File: config.mk
export PLATFORM = sky130hd
export DESIGN_NAME = dtc_timer_pair
export DESIGN_NICKNAME = d
export VERILOG_FILES = /design/src/rtl/dtc_pkg.sv /design/src/rtl/dtc_pin_sampler.sv /design/src/rtl/dtc_timer_pair.sv
export SDC_FILE = /design/constraint.sdc
export NUM_CORES = 1
export LEC_CHECK = 0
export BUFFER_PORTS_ARGS = -buffer_cell sky130_fd_sc_hd__buf_2
export CAP_MARGIN = 5
export CORE_MARGIN = 8
export CORE_UTILIZATION = 45
export DETAILED_ROUTE_END_ITERATION = 10
export PLACE_DENSITY = 0.75
export SLEW_MARGIN = 15
export SYNTH_ARGS = -nofsm -noshare
export SYNTH_HDL_FRONTEND = slang
export SYNTH_SLANG_ARGS = --single-unit
File: constraint.sdc
create_clock -name clock_i -period 3 [get_ports clock_i]
set_input_delay 0.15 -clock clock_i [delete_from_list [all_inputs] [get_ports clock_i]]
set_output_delay 0.15 -clock clock_i [all_outputs]
set_load 0.05 [all_outputs]
File: src/rtl/dtc_pkg.sv
package dtc_pkg;

    // ----------------------------------------------------------------
    // register map, one aligned 32-bit word each, data in bits 7:0
    // ----------------------------------------------------------------
    localparam int unsigned ADDR_W = 12;
    localparam logic [11:0] OFS_MODE = 12'h000;
    localparam logic [11:0] OFS_CTRL = 12'h004;
    localparam logic [11:0] OFS_LOW0 = 12'h008;
    localparam logic [11:0] OFS_HIGH0 = 12'h00C;
    localparam logic [11:0] OFS_LOW1 = 12'h010;
    localparam logic [11:0] OFS_HIGH1 = 12'h014;

    // ----------------------------------------------------------------
    // reset values
    // ----------------------------------------------------------------
    localparam logic [7:0] MODE_RST = 8'h00;
    localparam logic [7:0] CTRL_RST = 8'h00;
    localparam logic [7:0] CNT_RST = 8'h00;

    // ----------------------------------------------------------------
    // control register bit positions
    // ----------------------------------------------------------------
    localparam int unsigned CTL_OVF1 = 7;
    localparam int unsigned CTL_RUN1 = 6;
    localparam int unsigned CTL_OVF0 = 5;
    localparam int unsigned CTL_RUN0 = 4;
    localparam int unsigned CTL_XE1 = 3;
    localparam int unsigned CTL_XT1 = 2;
    localparam int unsigned CTL_XE0 = 1;
    localparam int unsigned CTL_XT0 = 0;

    // ----------------------------------------------------------------
    // operating modes from {mode_bit_hi, mode_bit_lo}
    // ----------------------------------------------------------------
    localparam logic [1:0] MODE_PRESCALED13 = 2'h0;
    localparam logic [1:0] MODE_FULL16 = 2'h1;
    localparam logic [1:0] MODE_RELOAD8 = 2'h2;
    localparam logic [1:0] MODE_SPLIT = 2'h3;

    // ----------------------------------------------------------------
    // machine cycle: clocks per cycle, counter width, last count
    // ----------------------------------------------------------------
    localparam int unsigned MC_CLKS = 12;
    localparam int unsigned MC_W = 4;
    localparam logic [MC_W-1:0] MC_LAST = 4'(MC_CLKS - 1);

    // ----------------------------------------------------------------
    // pin sampler lanes
    // ----------------------------------------------------------------
    localparam int unsigned PIN_N = 4;
    localparam int unsigned PIN_EV0 = 0;
    localparam int unsigned PIN_EV1 = 1;
    localparam int unsigned PIN_GT0 = 2;
    localparam int unsigned PIN_GT1 = 3;

    // one nibble of the mode register, bit 3 of each is the gate enable
    typedef struct packed {
        logic gate_enable;
        logic counter_select;
        logic mode_bit_hi;
        logic mode_bit_lo;
    } dtc_tmr_cfg_t;

    typedef struct packed {
        logic [7:0] high_byte;
        logic [7:0] low_byte;
    } dtc_cnt_t;

    typedef struct packed {
        logic ovf;
        dtc_cnt_t cnt;
    } dtc_step_t;

endpackage : dtc_pkg

File: src/rtl/dtc_pin_sampler.sv
`timescale 1ns/1ps
`default_nettype none

module dtc_pin_sampler (
    input wire logic clock_i,
    input wire logic reset_n_i,
    input wire logic [dtc_pkg::PIN_N-1:0] pin_i,
    output logic [dtc_pkg::PIN_N-1:0] level_o,
    output logic [dtc_pkg::PIN_N-1:0] fall_o
);

    // ----------------------------------------------------------------
    // per-pin level register and falling-edge pulse
    // ----------------------------------------------------------------
    genvar g;
    generate
        for (g = 0; g < dtc_pkg::PIN_N; g++) begin : g_pin
            logic level_reg;
            logic level_next;
            logic fall_reg;
            logic fall_next;

            // idle-high pins, so reset to 1 avoids a false edge
            always_comb begin
                level_next = pin_i[g];
                fall_next = level_reg & ~pin_i[g];
            end

            always_ff @(posedge clock_i) begin
                if (!reset_n_i) begin
                    level_reg <= 1'b1;
                    fall_reg <= 1'b0;
                end else begin
                    level_reg <= level_next;
                    fall_reg <= fall_next;
                end
            end

            assign level_o[g] = level_reg;
            assign fall_o[g] = fall_reg;
        end
    endgenerate

endmodule : dtc_pin_sampler

`default_nettype wire

File: src/rtl/dtc_timer_pair.sv
// Register access over APB and the address map were decided locally.
`timescale 1ns/1ps
`default_nettype none

//
// Overview of operation
// RULE_01: each timer counts machine cycles when counter_select is 0, pin events when it is 1.
// RULE_02: four modes per timer are picked by mode_bit_hi and mode_bit_lo.
// RULE_03: mode 0 counts 13 bits, the high byte over the low five bits of the low byte.
// RULE_04: a roll-over of the active counter from all ones to zero sets the overflow flag.
// RULE_05: a timer counts only with its run bit set and its gate off or its gate pin high; timer 1 ignores run1 while timer 0 is in mode 3.
// RULE_06: setting a run bit resumes from the held count without clearing it.
// RULE_07: mode register bit 7 gates timer 1 and bit 3 gates timer 0.
// RULE_08: mode 1 is mode 0 using all sixteen bits.
// RULE_09: mode 2 counts the low byte and reloads it from the high byte on overflow.
// RULE_10: timer 1 in mode 3 holds its count as if its run bit were clear.
// RULE_11: timer 0 mode 3 low byte is an 8-bit counter with timer 0's controls and flag.
// RULE_12: timer 0 mode 3 high byte counts machine cycles, runs on timer 1's run bit, sets its flag.
// RULE_13: with timer 0 in mode 3, timer 1 still runs outside mode 3 and drives the baud tick.
// RULE_14: control register holds ovf1, run1, ovf0, run0, irq1 edge/type, irq0 edge/type.
// RULE_15: an overflow flag clears when its interrupt is vectored, and software may write it.
// RULE_16: type bit set means falling edge, clear means low level; edge flag clears on service.
//

module dtc_timer_pair (
    input wire logic clock_i,
    input wire logic reset_n_i,
    input wire logic psel_i,
    input wire logic penable_i,
    input wire logic pwrite_i,
    input wire logic [dtc_pkg::ADDR_W-1:0] paddr_i,
    input wire logic [31:0] pwdata_i,
    input wire logic [3:0] pstrb_i,
    output logic [31:0] prdata_o,
    output logic pready_o,
    output logic pslverr_o,
    input wire logic event0_i,
    input wire logic event1_i,
    input wire logic ext_gate_pin0_i,
    input wire logic ext_gate_pin1_i,
    input wire logic svc_timer0_i,
    input wire logic svc_timer1_i,
    input wire logic svc_ext0_i,
    input wire logic svc_ext1_i,
    output logic timer0_irq_o,
    output logic timer1_irq_o,
    output logic ext_irq0_o,
    output logic ext_irq1_o,
    output logic baud_tick_o
);

    // ----------------------------------------------------------------
    // counter step for modes 0, 1 and 2; mode 3 is handled by caller
    // ----------------------------------------------------------------
    function automatic dtc_pkg::dtc_step_t step_cnt(
        input logic [1:0] mode,
        input dtc_pkg::dtc_cnt_t c,
        input logic inc
    );
        dtc_pkg::dtc_step_t r;
        logic [13:0] w13;
        logic [16:0] w16;
        logic [8:0] w8;
        r.ovf = 1'b0;
        r.cnt = c;
        w13 = {1'b0, c.high_byte, c.low_byte[4:0]} + 14'h0001;
        w16 = {1'b0, c.high_byte, c.low_byte} + 17'h00001;
        w8 = {1'b0, c.low_byte} + 9'h001;
        if (inc) begin
            case (mode)
                dtc_pkg::MODE_PRESCALED13: begin
                    // top three low-byte bits are left alone
                    r.cnt.high_byte = w13[12:5]; // RULE_03
                    r.cnt.low_byte[4:0] = w13[4:0]; // RULE_03
                    r.ovf = w13[13]; // RULE_04
                end
                dtc_pkg::MODE_FULL16: begin
                    r.cnt.high_byte = w16[15:8]; // RULE_08
                    r.cnt.low_byte = w16[7:0]; // RULE_08
                    r.ovf = w16[16]; // RULE_04
                end
                dtc_pkg::MODE_RELOAD8: begin
                    if (w8[8]) begin
                        r.cnt.low_byte = c.high_byte; // RULE_09
                    end else begin
                        r.cnt.low_byte = w8[7:0]; // RULE_09
                    end
                    r.ovf = w8[8]; // RULE_09
                end
                default: begin
                    r.ovf = 1'b0; // RULE_10
                end
            endcase
        end
        return r;
    endfunction : step_cnt

    // ----------------------------------------------------------------
    // state
    // ----------------------------------------------------------------
    logic [dtc_pkg::MC_W-1:0] mc_cnt_reg;
    logic [dtc_pkg::MC_W-1:0] mc_cnt_next;
    logic mc_tick_reg;
    logic mc_tick_next;
    logic [7:0] mode_reg;
    logic [7:0] mode_next;
    logic [7:0] ctrl_reg;
    logic [7:0] ctrl_next;
    dtc_pkg::dtc_cnt_t cnt0_reg;
    dtc_pkg::dtc_cnt_t cnt0_next;
    dtc_pkg::dtc_cnt_t cnt1_reg;
    dtc_pkg::dtc_cnt_t cnt1_next;
    logic baud_reg;
    logic baud_next;
    logic [31:0] rdata_reg;
    logic [31:0] rdata_next;
    logic ready_reg;
    logic ready_next;
    logic err_reg;
    logic err_next;
    logic [dtc_pkg::PIN_N-1:0] pin_level;
    logic [dtc_pkg::PIN_N-1:0] pin_fall;

    // ----------------------------------------------------------------
    // pin sampling
    // ----------------------------------------------------------------
    dtc_pin_sampler u_pins (
        .clock_i(clock_i),
        .reset_n_i(reset_n_i),
        .pin_i({ext_gate_pin1_i, ext_gate_pin0_i, event1_i, event0_i}),
        .level_o(pin_level),
        .fall_o(pin_fall)
    );

    // ----------------------------------------------------------------
    // machine cycle prescaler
    // ----------------------------------------------------------------
    always_comb begin
        mc_tick_next = (mc_cnt_reg == dtc_pkg::MC_LAST);
        mc_cnt_next = mc_tick_next ? '0 : mc_cnt_reg + 4'h1;
    end

    always_ff @(posedge clock_i) begin
        if (!reset_n_i) begin
            mc_cnt_reg <= '0;
            mc_tick_reg <= 1'b0;
        end else begin
            mc_cnt_reg <= mc_cnt_next;
            mc_tick_reg <= mc_tick_next;
        end
    end

    // ----------------------------------------------------------------
    // apb slave: answer latched in setup, pready high in access phase
    // ----------------------------------------------------------------
    logic setup_phase;
    logic wr_en;
    logic [7:0] wbyte;

    assign setup_phase = psel_i & ~penable_i;
    assign wr_en = psel_i & penable_i & ready_reg & pwrite_i & pstrb_i[0]
                   & ~err_reg;
    assign wbyte = pwdata_i[7:0];

    // read data is taken from the state seen in the setup cycle
    always_comb begin
        rdata_next = 32'h00000000;
        err_next = 1'b0;
        ready_next = setup_phase;
        if (setup_phase) begin
            if (paddr_i == dtc_pkg::OFS_MODE) begin
                rdata_next[7:0] = mode_reg;
            end else if (paddr_i == dtc_pkg::OFS_CTRL) begin
                rdata_next[7:0] = ctrl_reg;
            end else if (paddr_i == dtc_pkg::OFS_LOW0) begin
                rdata_next[7:0] = cnt0_reg.low_byte;
            end else if (paddr_i == dtc_pkg::OFS_HIGH0) begin
                rdata_next[7:0] = cnt0_reg.high_byte;
            end else if (paddr_i == dtc_pkg::OFS_LOW1) begin
                rdata_next[7:0] = cnt1_reg.low_byte;
            end else if (paddr_i == dtc_pkg::OFS_HIGH1) begin
                rdata_next[7:0] = cnt1_reg.high_byte;
            end else begin
                err_next = 1'b1;
            end
        end
    end

    always_ff @(posedge clock_i) begin
        if (!reset_n_i) begin
            rdata_reg <= 32'h00000000;
            ready_reg <= 1'b0;
            err_reg <= 1'b0;
        end else begin
            rdata_reg <= rdata_next;
            ready_reg <= ready_next;
            err_reg <= err_next;
        end
    end

    // ----------------------------------------------------------------
    // timer and control datapath
    // ----------------------------------------------------------------
    dtc_pkg::dtc_tmr_cfg_t cfg0;
    dtc_pkg::dtc_tmr_cfg_t cfg1;
    logic [1:0] mode0;
    logic [1:0] mode1;
    logic split0;
    logic inc0;
    logic inc1;
    logic inc_hi;
    logic ovf0;
    logic ovf1_set;
    dtc_pkg::dtc_step_t st0;
    dtc_pkg::dtc_step_t st1;
    logic [8:0] lo_w;
    logic [8:0] hi_w;

    // gate bits sit at 7 and 3 through the nibble split
    assign cfg1 = dtc_pkg::dtc_tmr_cfg_t'(mode_reg[7:4]); // RULE_07
    assign cfg0 = dtc_pkg::dtc_tmr_cfg_t'(mode_reg[3:0]); // RULE_07
    assign mode0 = {cfg0.mode_bit_hi, cfg0.mode_bit_lo}; // RULE_02
    assign mode1 = {cfg1.mode_bit_hi, cfg1.mode_bit_lo}; // RULE_02
    assign split0 = (mode0 == dtc_pkg::MODE_SPLIT);

    // count source and enable; run never touches the count itself
    assign inc0 = (cfg0.counter_select ? pin_fall[dtc_pkg::PIN_EV0]
                   : mc_tick_reg) // RULE_01
                  & ctrl_reg[dtc_pkg::CTL_RUN0] // RULE_05 RULE_06
                  & (~cfg0.gate_enable | pin_level[dtc_pkg::PIN_GT0]);
    assign inc1 = (cfg1.counter_select ? pin_fall[dtc_pkg::PIN_EV1]
                   : mc_tick_reg) // RULE_01
                  & (ctrl_reg[dtc_pkg::CTL_RUN1] | split0) // RULE_05 RULE_06
                  & (~cfg1.gate_enable | pin_level[dtc_pkg::PIN_GT1])
                  & (mode1 != dtc_pkg::MODE_SPLIT); // RULE_10 RULE_13
    // split high byte ignores counter_select and gate
    assign inc_hi = mc_tick_reg & ctrl_reg[dtc_pkg::CTL_RUN1]; // RULE_12

    assign lo_w = {1'b0, cnt0_reg.low_byte} + 9'h001;
    assign hi_w = {1'b0, cnt0_reg.high_byte} + 9'h001;
    assign st0 = step_cnt(mode0, cnt0_reg, inc0);
    assign st1 = step_cnt(mode1, cnt1_reg, inc1);

    always_comb begin
        cnt0_next = cnt0_reg;
        cnt1_next = cnt1_reg;
        mode_next = mode_reg;
        ctrl_next = ctrl_reg;
        ovf0 = 1'b0;
        ovf1_set = 1'b0;
        // timer 0: split into two 8-bit counters or normal step
        if (split0) begin
            if (inc0) begin
                cnt0_next.low_byte = lo_w[7:0]; // RULE_11
                ovf0 = lo_w[8]; // RULE_11
            end
            if (inc_hi) begin
                cnt0_next.high_byte = hi_w[7:0]; // RULE_12
                ovf1_set = hi_w[8]; // RULE_12
            end
        end else begin
            cnt0_next = st0.cnt;
            ovf0 = st0.ovf; // RULE_04
        end
        // timer 1 loses its flag to the split high byte
        cnt1_next = st1.cnt;
        if (!split0) begin
            ovf1_set = st1.ovf; // RULE_04
        end
        // software writes beat a same-cycle count step
        if (wr_en) begin
            if (paddr_i == dtc_pkg::OFS_MODE) begin
                mode_next = wbyte;
            end else if (paddr_i == dtc_pkg::OFS_CTRL) begin
                ctrl_next = wbyte; // RULE_14 RULE_15
            end else if (paddr_i == dtc_pkg::OFS_LOW0) begin
                cnt0_next.low_byte = wbyte;
            end else if (paddr_i == dtc_pkg::OFS_HIGH0) begin
                cnt0_next.high_byte = wbyte;
            end else if (paddr_i == dtc_pkg::OFS_LOW1) begin
                cnt1_next.low_byte = wbyte;
            end else if (paddr_i == dtc_pkg::OFS_HIGH1) begin
                cnt1_next.high_byte = wbyte;
            end
        end
        // vector clears, then hardware sets so an event is never lost
        if (svc_timer0_i) begin
            ctrl_next[dtc_pkg::CTL_OVF0] = 1'b0; // RULE_15
        end
        if (svc_timer1_i) begin
            ctrl_next[dtc_pkg::CTL_OVF1] = 1'b0; // RULE_15
        end
        if (svc_ext0_i && ctrl_reg[dtc_pkg::CTL_XT0]) begin
            ctrl_next[dtc_pkg::CTL_XE0] = 1'b0; // RULE_16
        end
        if (svc_ext1_i && ctrl_reg[dtc_pkg::CTL_XT1]) begin
            ctrl_next[dtc_pkg::CTL_XE1] = 1'b0; // RULE_16
        end
        if (ovf0) begin
            ctrl_next[dtc_pkg::CTL_OVF0] = 1'b1; // RULE_04
        end
        if (ovf1_set) begin
            ctrl_next[dtc_pkg::CTL_OVF1] = 1'b1; // RULE_04
        end
        // edge mode latches a fall; level mode follows the low pin
        if (ctrl_reg[dtc_pkg::CTL_XT0]) begin
            if (pin_fall[dtc_pkg::PIN_GT0]) begin
                ctrl_next[dtc_pkg::CTL_XE0] = 1'b1; // RULE_16
            end
        end else begin
            ctrl_next[dtc_pkg::CTL_XE0] = ~pin_level[dtc_pkg::PIN_GT0];
        end
        if (ctrl_reg[dtc_pkg::CTL_XT1]) begin
            if (pin_fall[dtc_pkg::PIN_GT1]) begin
                ctrl_next[dtc_pkg::CTL_XE1] = 1'b1; // RULE_16
            end
        end else begin
            ctrl_next[dtc_pkg::CTL_XE1] = ~pin_level[dtc_pkg::PIN_GT1];
        end
        // baud tick stays on timer 1 even while timer 0 is split
        baud_next = st1.ovf; // RULE_13
    end

    always_ff @(posedge clock_i) begin
        if (!reset_n_i) begin
            mode_reg <= dtc_pkg::MODE_RST;
            ctrl_reg <= dtc_pkg::CTRL_RST;
            cnt0_reg <= {dtc_pkg::CNT_RST, dtc_pkg::CNT_RST};
            cnt1_reg <= {dtc_pkg::CNT_RST, dtc_pkg::CNT_RST};
            baud_reg <= 1'b0;
        end else begin
            mode_reg <= mode_next;
            ctrl_reg <= ctrl_next;
            cnt0_reg <= cnt0_next;
            cnt1_reg <= cnt1_next;
            baud_reg <= baud_next;
        end
    end

    // ----------------------------------------------------------------
    // outputs, all straight from flip-flops
    // ----------------------------------------------------------------
    assign prdata_o = rdata_reg;
    assign pready_o = ready_reg;
    assign pslverr_o = err_reg;
    assign timer0_irq_o = ctrl_reg[dtc_pkg::CTL_OVF0];
    assign timer1_irq_o = ctrl_reg[dtc_pkg::CTL_OVF1];
    assign ext_irq0_o = ctrl_reg[dtc_pkg::CTL_XE0];
    assign ext_irq1_o = ctrl_reg[dtc_pkg::CTL_XE1];
    assign baud_tick_o = baud_reg;

endmodule : dtc_timer_pair

`default_nettype wire

==> results of run 1 <==
-- layout make-up --
type	instances	share of cell area
clock buffers	9	0.03897
inverters	30	0.01948
well taps	143	0.03096
flip-flops and latches	72	0.2494
repair buffers	64	0.06278
multi-input cells	546	0.5837
clock inverters	7	0.01472
-- stage by stage --
stage                     hold slack [ns]  area [um2]  power (mW)  utilization
after floorplan                    0.2752        5284       1.166            -
after global placement             0.3560        5459       1.202       0.4801
after detailed placement           0.3638        5459       1.205       0.4801
after CTS                        0.002935        5779       2.344       0.5083
after global routing              0.01386        5779       2.398       0.5083
final                            0.002856        5779       2.336       0.5083
-- worst paths after layout --
path / slack [ns] / cells past startpoint / end / start
worst max-delay path: 0.41 / 7 / cnt0_reg[9] / mode_reg[1]
worst min-delay path: 0.003 / 2 / u_pins.g_pin[0].level_reg / event0_i
worst max register to register: 0.41 / 7 / cnt0_reg[9] / mode_reg[1]
worst min register to register: 0.41 / 2 / u_pins.g_pin[1].fall_reg / u_pins.g_pin[1].level_reg
-- cells in the final DEF (no fill, tap or decap), types with 8 or more instances in the layout --
master / Yosys / final
nor2_1: 40 / 40
a31oi_1: 16 / 16
o21ai_0: 51 / 51
ha_1: 12 / 12
nand3_1: 48 / 48
a21boi_0: 10 / 10
nand4_1: 18 / 18
buf_4: 27 / 15
nand2b_1: 10 / 10
clkbuf_16: 0 / 9
inv_1: 30 / 30
a211oi_1: 8 / 8
a21oi_1: 50 / 50
dfxtp_1: 72 / 72
nor3_1: 19 / 18
mux2i_1: 12 / 12
nor4_1: 10 / 10
buf_2: 4 / 48
mux2_2: 8 / 8
nand2_1: 63 / 63
o22ai_1: 9 / 9
conb_1: 1 / 24
-- logic make-up (layout without fill, tap and decap cells) --
kind of cell / after synthesis / count (layout) / share of synthesized area
and+or+nand+nor: 260 / 260 / 0.2648
AOI/OAI and AO/OA: 225 / 225 / 0.2882
buffers and inverters: 98 / 110 / 0.09124
DFF: 72 / 72 / 0.2773
muxes: 20 / 20 / 0.04044
adders and majority gates: 12 / 12 / 0.02889
xor gates and xnor gates: 5 / 5 / 0.008427
other: 1 / 24 / 0.0007215
-- power groups by stage --
stage | logic, mW | registers, mW | clock network [mW]
after floorplan | 0.161 | 1.01 | 0
after global placement | 0.198 | 1.00 | 0
after detailed placement | 0.201 | 1.00 | 0
after CTS | 0.202 | 0.982 | 1.16
after global routing | 0.218 | 0.984 | 1.20
final | 0.206 | 0.983 | 1.15
-- routing by layer --
layer / global-route usage / wire (um) / vias to the layer above
li1: - / - / 2611
met1: 0.3123 / 7485 / 2717
met2: 0.3562 / 7735 / 399
met3: 0.06438 / 2444 / 56
met4: 0.09707 / 512 / 2
met5: 0 / 13 / -
-- critical path, cell delays in order, from the launching register on --
cell and delay [ns]:
dfxtp_1 0.34, inv_1 0.11, ha_1 0.53, nand4_1 0.21, a2111oi_0 0.70, a31oi_1 0.17, a221oi_1 0.28, a21oi_1 0.11
-- cell usage after synthesis (all sizes together), types with 8 or more instances --
cell and number:
dfxtp 72, nand2 63, o21ai 51, a21oi 50, nand3 50, nor2 40, buf 34, clkbuf 34
inv 30, nor3 20, nand4 18, a31oi 16, nor4 15, ha 12, mux2i 12, a21boi 10
nand2b 10, o22ai 9, a211oi 8, mux2 8, o211ai 8
==> out/qor.txt, run 1 <==
HPWL after detailed placement: 13400 um
f_max: 386.3 MHz
Post-synth EDFFs: 0
GRT Residual Overflow: 0
final wirelength: 18190 um
register share of total power: 0.421
sw frac: 0.2812
placed insts: 854
RD Place Congestion: 0.9700
Clk pin slew, worst setup/hold paths: 0.06 ns
FF/Latch Area: 1441 um2
LEAKAGE: 2.012 nW
Power Internal: 1.679 mW
Setup Buffers After CTS: 0
I/O Buffers: 48
die width: 123.5 um
top cells by area, synth: dfxtp_1 (28%), o21ai_0 (4.9%), a21oi_1 (4.8%)
Async SR Flop Fraction: 0
Synth Cell Area: 5197 um2
Die Ht: 123.5 um
Pins Over Slew Limit: 0
# IOs: 100
Setup WS pre-CTS: 0.5633 ns
Comb pwr share: 0.088
skew final: 0.007160 ns
CP Capture Type: register
row cnt: 39
clk buf depth: 2
CTS sink cnt: 72
Final setup viols: 0
vias in the first global route: 5341
via count: 5785
Final Hold Viols: 0
Final min period: 2.589 ns
worst-margin pin slew: 0.7358 ns
Syn Area/Cell: 7.500 um2
Peak VDD IR: 253.2 uV
clk_lat worst skew: 0.35 ns
post-detailed-route via-to-cell ratio: 6.642
Final ANT Viol Nets: 0
Psw: 0.6570 mW
clock group share of total power: 0.491
Antenna diodes: 0
initial antenna violation count: 1
die area: 15240 um2
area leader, netlist: dfxtp_1
final setup TNS: 0 ns
crit path DAT: 2.81 ns
first-pass GRT wire length: 27970 um
Post-Layout Cell Count: 871
Core Box Area: 11370 um2
pwr dens: 404.3 nW/um2
Yosys top cell area share: 0.2773
Distinct cells, synth: 72
clk root buf: clkbuf_16
Max-Cap Viols: 0
Top FF cell, synth: dfxtp_1
pin count of the biggest net entering global routing: 32
Worst setup SP type: register
footprint of the multi-input gates: 3373 um2
Synth Instances: 693
Final WS setup: 0.4115 ns
unrepaired setup endpoints after global routing: no
Setup CP Type: reg2reg
register area share after synthesis: 0.2773
Ys Warns: 0
status: finished clean
crit share post-route: 0.8628
CP required: 3.22 ns
H-tree Lvls: 3
initial drt markers: 815
Resized Gates After CTS: 0
area grow syn2layout: 11.19%
# fillers: 1117
share of cells above drive strength 1: 0.1442
post-route DRC violation count: 0
per-cell routed wire length: 20.89 um
GRT Total Usage: 0.2364
Num CTS Buffers: 9
Post-CTS Hold Fix Bufs: 1
Final Net Count: 796
relative slew slack: 0.4968
Hold Crit Class: in2reg
first drt pass iteration count: 5
flops & latches, synth: 72
CTS tree: done
initial core utilization: 0.4571
CP max FO: 15
Power figures use the tool's default switching activity.
==> run 2, diff against run 1 <==
Settings changed: CORE_UTILIZATION 45 to 25, PLACE_DENSITY 0.75 to 0.5.
==> run 2 against run 1 <==
- global-route usage fell by 8.7 points
- combinational power rose by 4%
- largest power group unchanged
- cell count rose by 15%
- non-clock buffer count rose by 6
- critical path depth fell by 1
- critical endpoint is now ctrl_reg[7]
- highest routed layer is now met4
- routed wire length rose by 8.6%
- fmax rose by 8.2%
- sequential share of layout area fell by 0.82 points
- critical path type unchanged
==> out/qor.txt, run 2 (synthesized netlist as in run 1, its figures left out) <==
Clk pin slew, worst setup/hold paths: 0.06 ns
clk buf depth: 2
clock group share of total power: 0.487
CTS sink cnt: 72
Final min period: 2.392 ns
Pins Over Slew Limit: 0
Worst setup SP type: register
first drt pass iteration count: 5
initial antenna violation count: 0
Peak VDD IR: 219.1 uV
most frequent cells in the layout: dfxtp_1 (72), nand2_1 (63), o21ai_0 (51)
Max-Cap Viols: 0
first-pass GRT wire length: 30220 um
die width: 160.2 um
total power: 2.332 mW
commonest non-fill, non-tap cell in the layout: dfxtp_1
CP Launch Point: cnt1_reg[0]
Comb pwr share: 0.092
Setup CP Type: reg2reg
unrepaired setup endpoints after global routing: no
pin count of the biggest net entering global routing: 32
GRT Total Usage: 0.1498
CP bufs+invs: 0
worst-margin pin slew: 0.8611 ns
pwr dens: 390.2 nW/um2
slowest cell on the critical path: or4_4
CP max FO: 8
Post-CTS Hold Fix Bufs: 0
Power Internal: 1.688 mW
final hold slack: 0.008528 ns
CP required: 3.28 ns
hold path start: event1_i
clk root buf: clkbuf_16
Resized Gates After CTS: 0
initial drt markers: 593
area grow syn2layout: 15.00%
crit path DAT: 2.67 ns
CTS tree: done
vias in the first global route: 5029
footprint of the multi-input gates: 3373 um2
CP Capture Type: register
Die Ht: 160.2 um
# fillers: 2281
LEAKAGE: 2.036 nW
via count: 5508
RD Place Congestion: 0.8686
final setup TNS: 0 ns
final wirelength: 19760 um
row cnt: 52
H-tree Lvls: 3
clk_lat worst skew: 0.35 ns
Core Box Area: 20300 um2
I/O Buffers: 48
RR Startpoint: cnt1_reg[0]
Num CTS Buffers: 9
crit share post-route: 0.7972
f_max: 418.1 MHz
skew final: 0.006101 ns
Antenna diodes: 0
GRT Residual Overflow: 0
Setup Buffers After CTS: 0
sw frac: 0.2760
per-cell routed wire length: 19.68 um
CP Cell Sequence: ha_1 -> nand3_2 -> or4_4 -> a211o_1 -> a211o_1 -> o211ai_2
Psw: 0.6436 mW
fin util: 0.2944
FF/Latch Area: 1441 um2
Worst path max stage delay: 0.58 ns
post-detailed-route via-to-cell ratio: 5.486
# IOs: 100
status: finished clean
post-route DRC violation count: 0
Final Hold Viols: 0
initial core utilization: 0.2560
family with the most delay on the worst path: simple AND/OR/NAND/NOR gates
Hold Crit Class: in2reg
HPWL after detailed placement: 14440 um
Final Net Count: 802
register share of total power: 0.420
die area: 25660 um2
Crit path top cell by count: a211o_1
share of cells above drive strength 1: 0.1526
relative slew slack: 0.4253
Final ANT Viol Nets: 0
Final setup viols: 0
[run 2: cell count changes in the layout (fill, tap and decap cells not counted), sizes merged]
cell,change
buf,+7
inv,-3
clkinvlp,+2
clkbuf,+1
dlygate4sd3,-1
[run 2: final cells by class]
cell class / instances / share of cell area
repair buffers: 70 / 0.06783
well taps: 270 / 0.05652
inverters: 30 / 0.01884
clock inverters: 6 / 0.01130
multi-input cells: 546 / 0.5644
flip-flops and latches: 72 / 0.2412
clock buffers: 10 / 0.03998
[run 2: worst paths after layout]
check | end | slack [ns] | cells past startpoint
worst max register to register | ctrl_reg[7] | 0.61 | 6
worst max-delay path | ctrl_reg[7] | 0.61 | 6
worst min register to register | u_pins.g_pin[1].fall_reg | 0.41 | 2
worst min-delay path | u_pins.g_pin[1].level_reg | 0.009 | 2
[run 2: power groups by stage]
stage | clock [mW] | sequential, mW | combinational [mW]
CTS | 1.16 | 0.980 | 0.214
global route | 1.20 | 0.982 | 0.230
global placement | 0 | 1.00 | 0.213
detailed placement | 0 | 1.00 | 0.214
finish | 1.14 | 0.980 | 0.215
floorplan | 0 | 1.01 | 0.161
[run 2: per-layer routing]
metal  global-route usage  share of wire  vias to the layer above
li1                     -              -                     2628
met1               0.2106           0.48                     2620
met2               0.2209           0.43                      231
met3              0.03548          0.075                       29
met4              0.04418          0.020                        0
met5                    0              0                        -
[run 2: metrics by stage]
step	instance area, um2	std cells	setup WS (ns)
4_1_cts	5977	1004	0.6289
6_report	5977	1004	0.6085
3_3_place_gp	5670	988	0.6537
2_1_floorplan	5284	716	0.9070
3_5_place_dp	5670	988	0.6438
5_1_grt	5977	1004	0.4812
